$ cat src/hdl/dcrr_defines.vh
// constants for the direct cache ram readout block
`ifndef DCRR_DEFINES_VH
`define DCRR_DEFINES_VH
// register byte addresses
`define DCRR_DC_READ_ADDR 32'hE001E200
`define DCRR_IC_READ_ADDR 32'hE001E204
`define DCRR_DC_LOC_ADDR 32'hE001E210
`define DCRR_IC_LOC_ADDR 32'hE001E214
// location register fields
`define DCRR_LOC_RAMSEL 0
`define DCRR_LOC_WORD_HI 5
`define DCRR_LOC_WORD_LO 1
`define DCRR_LOC_IDX_HI 14
`define DCRR_LOC_IDX_LO 5
`define DCRR_LOC_IWAY 31
`define DCRR_LOC_DWAY_HI 31
`define DCRR_LOC_DWAY_LO 30
`define DCRR_LOC_RESET 32'h00000000
`define DCRR_READ_RESET 32'h00000000
// data cache tag readout fields
`define DCRR_DT_NS 26
`define DCRR_DT_ST_HI 25
`define DCRR_DT_ST_LO 23
`define DCRR_DT_VALID 22
`define DCRR_DT_TAG_HI 21
// instruction and unified tag readout fields
`define DCRR_IT_VALID 23
`define DCRR_IT_TAG_HI 22
`define DCRR_IT_TAG_LO4K 2
// status encodings of a data cache line
`define DCRR_ST_CLEAN_TR 3'h0
`define DCRR_ST_CLEAN 3'h1
`define DCRR_ST_RSVD 3'h7
// raw ram word: 32 data bits plus check bits
`define DCRR_RAW_W 39
`endif

$ cat src/hdl/dcrr_fmt.v
// tag and data word formatter for the direct readout path
`timescale 1ns/1ps
`include "dcrr_defines.vh"
module dcrr_fmt #(
  parameter DC_KB = 4,
  parameter IC_KB = 4,
  parameter UNIFIED = 0,
  parameter SEC_EXT = 1
) (
  input wire sel_dc_i,
  input wire is_data_i,
  input wire [`DCRR_RAW_W-1:0] raw_i,
  output reg [31:0] word_o
);
  function integer lg2;
    input integer v;
    integer n;
    begin
      n = 0;
      while ((1 << n) < v)
        n = n + 1;
      lg2 = n;
    end
  endfunction

  // lowest tag bit kept for each cache size
  localparam integer DLO = lg2(DC_KB / 4);
  localparam integer ILO = `DCRR_IT_TAG_LO4K + lg2(IC_KB / 4);
  localparam integer ULO = lg2(DC_KB);
  localparam integer XLO = UNIFIED ? ULO : ILO;

  reg [2:0] st;
  integer b;
  always @* begin
    word_o = 32'h00000000;
    st = raw_i[`DCRR_DT_ST_HI:`DCRR_DT_ST_LO];
    if (is_data_i) begin
      word_o = raw_i[31:0];
    end else if (sel_dc_i && !UNIFIED) begin
      for (b = DLO; b <= `DCRR_DT_TAG_HI; b = b + 1)
        word_o[b] = raw_i[b];
      word_o[`DCRR_DT_VALID] = raw_i[`DCRR_DT_VALID];
      if (raw_i[`DCRR_DT_VALID] && st != `DCRR_ST_RSVD)
        word_o[`DCRR_DT_ST_HI:`DCRR_DT_ST_LO] = st;
      if (SEC_EXT != 0)
        word_o[`DCRR_DT_NS] = raw_i[`DCRR_DT_NS];
    end else begin
      for (b = XLO; b <= `DCRR_IT_TAG_HI; b = b + 1)
        word_o[b] = raw_i[b];
      word_o[`DCRR_IT_VALID] = raw_i[`DCRR_IT_VALID];
    end
  end
endmodule // dcrr_fmt

$ cat src/hdl/dcrr_top.v
// direct cache ram readout: location and read system registers
`timescale 1ns/1ps
`include "dcrr_defines.vh"
module dcrr_top #(
  parameter DC_KB = 4,
  parameter IC_KB = 4,
  parameter UNIFIED = 0,
  parameter SEC_EXT = 1,
  parameter BANK_SWIZZLE = 1
) (
  input wire mclk_i,
  input wire resetn_i,
  input wire sr_req_i,
  input wire sr_wr_i,
  input wire [31:0] sr_addr_i,
  input wire [31:0] sr_wdata_i,
  input wire sr_secure_i,
  input wire sr_priv_i,
  output wire sr_ack_o,
  output wire sr_fault_o,
  output wire [31:0] sr_rdata_o,
  input wire dc_active_i,
  input wire ic_active_i,
  output wire ram_req_o,
  output wire ram_dc_o,
  output wire ram_data_o,
  output wire [9:0] ram_index_o,
  output wire [1:0] ram_bank_o,
  output wire [4:0] ram_word_o,
  input wire ram_valid_i,
  input wire [`DCRR_RAW_W-1:0] ram_rdata_i
);

  // one-hot sequencer states
  localparam [2:0] ST_IDLE = 3'h1;
  localparam [2:0] ST_RAM = 3'h2;
  localparam [2:0] ST_RESP = 3'h4;

  // address decode, used for both taking and answering
  function [3:0] dcrr_dec;
    input [31:0] a;
    begin
      dcrr_dec = 4'h0;
      case (a)
        `DCRR_DC_LOC_ADDR: dcrr_dec = 4'h1;
        `DCRR_IC_LOC_ADDR: dcrr_dec = 4'h2;
        `DCRR_DC_READ_ADDR: dcrr_dec = 4'h4;
        `DCRR_IC_READ_ADDR: dcrr_dec = 4'h8;
        default: dcrr_dec = 4'h0;
      endcase
    end
  endfunction

  // logical way to physical bank
  function [1:0] dcrr_bank;
    input [1:0] way;
    input idx0;
    begin
      if (BANK_SWIZZLE != 0)
        dcrr_bank = way ^ {1'b0, idx0};
      else
        dcrr_bank = way;
    end
  endfunction

  // reset release through two flops
  reg rst_s1_q;
  reg rst_s2_q;
  wire rst_n;
  always @(posedge mclk_i or negedge resetn_i) begin
    if (!resetn_i) begin
      rst_s1_q <= 1'b0;
      rst_s2_q <= 1'b0;
    end else begin
      rst_s1_q <= 1'b1;
      rst_s2_q <= rst_s1_q;
    end
  end
  assign rst_n = rst_s2_q;

  reg [2:0] state_q;
  reg [2:0] state_d;
  reg [31:0] dc_loc_q;
  reg [31:0] dc_loc_d;
  reg [31:0] ic_loc_q;
  reg [31:0] ic_loc_d;
  reg [31:0] dc_rd_q;
  reg [31:0] dc_rd_d;
  reg [31:0] ic_rd_q;
  reg [31:0] ic_rd_d;
  reg [31:0] rdata_q;
  reg [31:0] rdata_d;
  reg fault_q;
  reg fault_d;
  reg tgt_dc_q;
  reg tgt_dc_d;

  wire [3:0] hit;
  wire allowed;
  wire [31:0] loc;
  wire [31:0] fmt_word;

  assign hit = dcrr_dec(sr_addr_i);

  assign allowed = sr_priv_i && (sr_secure_i || (SEC_EXT == 0));

  // the location being fetched
  assign loc = tgt_dc_q ? dc_loc_q : ic_loc_q;

  assign ram_data_o = loc[`DCRR_LOC_RAMSEL];
  assign ram_dc_o = tgt_dc_q;
  assign ram_req_o = state_q[1];

  assign ram_index_o = loc[`DCRR_LOC_IDX_HI:`DCRR_LOC_IDX_LO];

  assign ram_word_o = ram_data_o ? loc[`DCRR_LOC_WORD_HI:`DCRR_LOC_WORD_LO] : 5'h00;

  assign ram_bank_o = (tgt_dc_q && !UNIFIED) ?
    dcrr_bank(loc[`DCRR_LOC_DWAY_HI:`DCRR_LOC_DWAY_LO], loc[`DCRR_LOC_IDX_LO]) :
    dcrr_bank({1'b0, loc[`DCRR_LOC_IWAY]}, loc[`DCRR_LOC_IDX_LO]);

  dcrr_fmt #(
    .DC_KB(DC_KB),
    .IC_KB(IC_KB),
    .UNIFIED(UNIFIED),
    .SEC_EXT(SEC_EXT)
  ) u_fmt (
    .sel_dc_i(tgt_dc_q),
    .is_data_i(ram_data_o),
    .raw_i(ram_rdata_i),
    .word_o(fmt_word)
  );

  // answer stands for one cycle only, in the response state
  assign sr_ack_o = state_q[2];
  assign sr_fault_o = fault_q;
  assign sr_rdata_o = rdata_q;

  // a request is taken only while the sequencer idles
  wire take;
  // location write from an allowed requester
  wire loc_wr;
  // location write that must go out to the ram
  wire fetch_go;
  // allowed read of any place in the map
  wire reg_rd;
  // ram answer during a fetch
  wire ram_done;

  assign take = state_q[0] && sr_req_i;
  assign loc_wr = take && allowed && sr_wr_i && (hit[0] || hit[1]);
  // an inactive cache is not touched; its read register is cleared instead
  assign fetch_go = loc_wr && (hit[0] ? dc_active_i : ic_active_i);
  assign reg_rd = take && allowed && !sr_wr_i;
  assign ram_done = state_q[1] && ram_valid_i;

  // sequencer next state
  always @* begin
    state_d = state_q;
    case (state_q)
      ST_IDLE: begin
        if (fetch_go) begin
          state_d = ST_RAM;
        end else if (sr_req_i) begin
          state_d = ST_RESP;
        end
      end
      ST_RAM: begin
        // the ram request stands until the ram answers, however slow
        if (ram_valid_i) begin
          state_d = ST_RESP;
        end
      end
      ST_RESP: begin
        // one answer cycle, so a held request is not taken twice back to back
        state_d = ST_IDLE;
      end
      default: begin
        state_d = ST_IDLE;
      end
    endcase
  end

  // location registers and fetch target
  always @* begin
    dc_loc_d = dc_loc_q;
    ic_loc_d = ic_loc_q;
    tgt_dc_d = tgt_dc_q;
    // the target follows the last location written, even to an inactive cache
    if (loc_wr) begin
      tgt_dc_d = hit[0];
      if (hit[0]) begin
        dc_loc_d = sr_wdata_i;
      end else begin
        ic_loc_d = sr_wdata_i;
      end
    end
  end

  always @* begin
    dc_rd_d = dc_rd_q;
    ic_rd_d = ic_rd_q;
    if (ram_done) begin
      if (tgt_dc_q) begin
        dc_rd_d = fmt_word;
      end else begin
        ic_rd_d = fmt_word;
      end
    // nothing fetched, so a stale word cannot pass for the new location
    end else if (loc_wr && !fetch_go) begin
      if (hit[0]) begin
        dc_rd_d = 32'h00000000;
      end else begin
        ic_rd_d = 32'h00000000;
      end
    end
  end

  // answer data and fault, held until the next take
  always @* begin
    rdata_d = rdata_q;
    fault_d = fault_q;
    if (take) begin
      // writes, refused and unmapped accesses read as zero
      rdata_d = 32'h00000000;
      fault_d = !sr_priv_i;
      if (reg_rd) begin
        case (hit)
          4'h1: rdata_d = dc_loc_q;
          4'h2: rdata_d = ic_loc_q;
          4'h4: rdata_d = dc_rd_q;
          4'h8: rdata_d = ic_rd_q;
          default: rdata_d = 32'h00000000;
        endcase
      end
    end
  end

  // sequencer state flop
  always @(posedge mclk_i or negedge rst_n) begin
    if (!rst_n) begin
      state_q <= ST_IDLE;
    end else begin
      state_q <= state_d;
    end
  end

  // data cache location flop
  always @(posedge mclk_i or negedge rst_n) begin
    if (!rst_n) begin
      dc_loc_q <= `DCRR_LOC_RESET;
    end else begin
      dc_loc_q <= dc_loc_d;
    end
  end

  // instruction cache location flop
  always @(posedge mclk_i or negedge rst_n) begin
    if (!rst_n) begin
      ic_loc_q <= `DCRR_LOC_RESET;
    end else begin
      ic_loc_q <= ic_loc_d;
    end
  end

  // data cache read register flop
  always @(posedge mclk_i or negedge rst_n) begin
    if (!rst_n) begin
      dc_rd_q <= `DCRR_READ_RESET;
    end else begin
      dc_rd_q <= dc_rd_d;
    end
  end

  // instruction cache read register flop
  always @(posedge mclk_i or negedge rst_n) begin
    if (!rst_n) begin
      ic_rd_q <= `DCRR_READ_RESET;
    end else begin
      ic_rd_q <= ic_rd_d;
    end
  end

  // answer data flop
  always @(posedge mclk_i or negedge rst_n) begin
    if (!rst_n) begin
      rdata_q <= 32'h00000000;
    end else begin
      rdata_q <= rdata_d;
    end
  end

  // fault flop
  always @(posedge mclk_i or negedge rst_n) begin
    if (!rst_n) begin
      fault_q <= 1'b0;
    end else begin
      fault_q <= fault_d;
    end
  end

  // fetch target flop
  always @(posedge mclk_i or negedge rst_n) begin
    if (!rst_n) begin
      tgt_dc_q <= 1'b0;
    end else begin
      tgt_dc_q <= tgt_dc_d;
    end
  end
endmodule // dcrr_top

$ cat config.mk
export PLATFORM = sky130hd
export DESIGN_NAME = dcrr_top
export DESIGN_NICKNAME = d
export VERILOG_FILES = /design/src/hdl/dcrr_fmt.v /design/src/hdl/dcrr_top.v
export VERILOG_INCLUDE_DIRS = /design/src /design/src/hdl
export SDC_FILE = /design/constraint.sdc
export NUM_CORES = 1
export LEC_CHECK = 0
export BUFFER_PORTS_ARGS = -buffer_cell sky130_fd_sc_hd__buf_4
export CAP_MARGIN = 20
export CORE_MARGIN = 5
export CORE_UTILIZATION = 32
export DETAILED_ROUTE_END_ITERATION = 7
export PLACE_DENSITY = 0.56
export SYNTH_ARGS = -nofsm -noshare
export SYNTH_HDL_FRONTEND = slang
export SYNTH_HIERARCHICAL = 1
export SYNTH_SLANG_ARGS = --single-unit
$ cat constraint.sdc
create_clock -name mclk_i -period 4.9 [get_ports mclk_i]
set_clock_uncertainty 0.1 [all_clocks]
set_input_delay 0 -clock mclk_i [delete_from_list [all_inputs] [get_ports mclk_i]]
set_output_delay 0 -clock mclk_i [all_outputs]
set_load 0.02 [all_outputs]
==> qor.txt <==
Status - complete, no violations
Number of nets in the layout - 1017
Mapped cell area - 8283 sq um
Worst r2r src - state_q[0]
Buffers on Ports - 158
Flops & latches, synth - 167
Post-synthesis async set-or-reset flop share - 100.0%
CTS Sinks - 167
Crit share post-route - 68.24%
P&R area growth vs syn - 32.87%
Postcts setup bufs - 0
Initial DRC Count - 407
Fin Setup TNS - 0 ps
RSZ-0062 raised after global routing - no
Remaining routing DRC violations - 0
Die extent in x - 170.9 microns
Vias - 6322
R2r setup slk - 1560 ps
Cts hold-fix bufs - 75
Die area - 29200 sq um
Clock Tree Root - clkbuf_16
Initial Util - 32.70%
CTS Buf Count - 17
Via/cell ratio - 5.066
Max Cap Viol - 0
Pleak - 5.728 nW
Post-DP HPWL - 15.55 mm
Total Wirelength - 25.58 mm
Minimum clock period - 3344 ps
Initial antenna violation count - 0
Final hold slack - 88.46 ps
GP Congestion - 0.7274
Synthesized area per cell - 11.57 sq um
Worst Tran Pin Value - 1053 ps
Critical R2R Capture - dc_loc_q[8]
Reg2Reg Depth - 4
Worst EP arrival - 3550 ps
Layout cell share with drive strength beyond 1 - 27.23%
Number of flops mapped to enable cells by yosys - 0
Clock Path Buffers - 2
Class of the worst hold path - in -> reg
Routed Antenna Nets - 0
Area share of the largest cell type after synthesis - 50.15%
Library cells used by synthesis - 44
Post-synth top area cell - dfrtp_1
Primary FF master, synth - dfrtp_1
Boundary pin count - 166
Maximum vdd drop - 180.8 uV
H-tree Lvls - 4
Core Box Area - 25330 sq um
Fin. max-slew vios - 0
Hold Path Sink - sr_rdata_o[12]
Critical Path Max Stage Delay - 950 ps
PostCTS Resize Cnt - 0
Sequential area share after synthesis - 50.47%
Multi-input combinational cell area - 3610 sq um
GR Overflow Total - 0
Row count - 58
Fmax - 299.1 MHz
Synth Net Count - 828
TritonCTS clock tree - done
Final setup fails - 0
Register area - 4184 sq um
Slowest-stage cell, CP - nand4_4
Crit path buffers/inverters - 0
Filler cell count - 2375
Antenna cell count - 0
Worst path top cell family by delay - simple AND/OR/NAND/NOR gates
Final Hold Viols - 0
Placed insts - 1141
Min-Delay Startpoint - sr_addr_i[12]
Worst slew margin - 29.22%
Pre-CTS setup slack - 1463 ps
Largest net degree at the start of global routing - 166
Core Util, Final - 43.45%
Vias in the first global route - 6618
Pwr/cell area - 273.9 nW/um^2
Vert. Die Dim - 170.9 microns
GRT Overall Usage - 17.67%
Clk_lat worst skew - 440 ps
Cell count of the worst hold path - 5
Routed length per instance - 20.50 microns
PnR worst setup slack - 1556 ps
Startpoint types - flip-flop
Top cells by area, synth - dfrtp_1 50%, mux2i_1 13%, mux2_1 6.8%
Endpoint class of the critical path - flip-flop
Worst Path Required - 5110 ps
Clock transition at path regs - 70 ps
Critical Path Fanout Max - 33
Post-route insts no fill - 1248
Mapped Cells - 716
Yosys warnings - 6
Critical-path cell list - nand4_1 > nor4_4 > nand4_4 > mux2_1
1st-pass router iterations - 5
Critical path class - reg -> reg
First-pass GRT wire length - 39.48 mm
[sequential cells by signal, indices dropped and copies added (netlist names)]
| register | flops |
|---|---|
| ic_loc_q | 32 |
| rst_s1_q | 1 |
| state_q | 3 |
| ic_rd_q | 32 |
| sr_rdata_o | 32 |
| dc_loc_q | 32 |
| ram_dc_o | 1 |
| rst_n | 1 |
| dc_rd_q | 32 |
| sr_fault_o | 1 |
[stage by stage]
step                total power, mW  cell area [sq um]
detailed placement            1.597               9653
finish                        3.014              11010
CTS                           3.040              11010
global route                  3.120              11010
global placement              1.597               9653
floorplan                     1.493               8284
[layer usage]
metal / GRT usage [%] / part of all wire (%)
met3: 3.212 / 4.9
met1: 24.95 / 47
met4: 3.686 / 0.62
met5: 0 / 0
met2: 28.68 / 47
[worst reg2reg max path, delay by kind of cell, from the launching register on]
| family | cells | cell delay [ps] |
|---|---|---|
| flops | 1 | 580 |
| simple gates | 3 | 1910 |
| mux | 1 | 630 |
[synth_stat cells (3+ instances only)]
master	instances
or4b_2	3
clkbuf_1	37
mux2_2	23
nand2_1	8
buf_2	10
mux2i_1	104
nand4_1	4
o21ai_0	35
dfrtp_1	166
buf_4	21
buf_6	3
nor2_1	9
inv_1	36
a41oi_1	31
a21oi_1	66
buf_1	7
and2_2	5
and2_1	33
o2bb2ai_1	31
nor2b_1	3
or4_1	4
mux2_1	50
[layout make-up]
type / count / area share [%]
clock buffers: 18 / 3.990
well taps: 330 / 3.752
clock inverters: 14 / 1.478
flip-flops and latches: 167 / 38.02
repair buffers: 248 / 18.74
multi-input cells: 435 / 32.80
inverters: 36 / 1.228
[power by group]
part           total, mW  switching, mW  internal (mW)
clock network       1.40          0.618          0.780
logic              0.230          0.117          0.114
registers           1.39        0.00319           1.38
total               3.01          0.738           2.28
[cell families (layout without fill, tap and decap cells)]
group           Yosys count  count (layout)  share of synthesized area [%]
mux                     178             178                          22.76
compound gates          170             170                          13.32
flops                   167             167                          50.47
buf+inv                 114             316                          6.541
simple gates             85              85                          6.752
other cells               1               1                        0.04527
xor+xnor                  1               1                         0.1058
[worst max path at each step]
| stage | to | cells after the start | start | slack [ps] |
|---|---|---|---|---|
| 2_1_floorplan | dc_loc_q[0] | 0 | rst_n | 2040 |
| 3_3_place_gp | ic_loc_q[9] | 5 | sr_addr_i[19] | 1470 |
| 3_5_place_dp | ic_loc_q[9] | 5 | sr_addr_i[19] | 1460 |
| 4_1_cts | dc_loc_q[23] | 4 | state_q[0] | 1530 |
| 5_1_grt | dc_loc_q[23] | 4 | state_q[0] | 1420 |
| 6_report | dc_loc_q[8] | 4 | state_q[0] | 1560 |
[layout by cell type, fill, tap and decap left out, types with 3 or more instances in the layout]
cell type,instances
nor2b_1,3
or4b_2,3
mux2_1,50
dlygate4sd3_1,75
nand4_1,4
mux2_2,23
nand2_1,8
or4_1,4
o2bb2ai_1,31
nor2_1,9
dfrtp_1,165
and2_1,32
o21ai_0,35
buf_4,172
clkinv_4,3
and2_2,6
inv_1,36
mux2i_1,104
a21oi_1,66
clkbuf_16,17
a41oi_1,31
inv_6,6
Note: power is estimated with default switching activity, not from simulation.
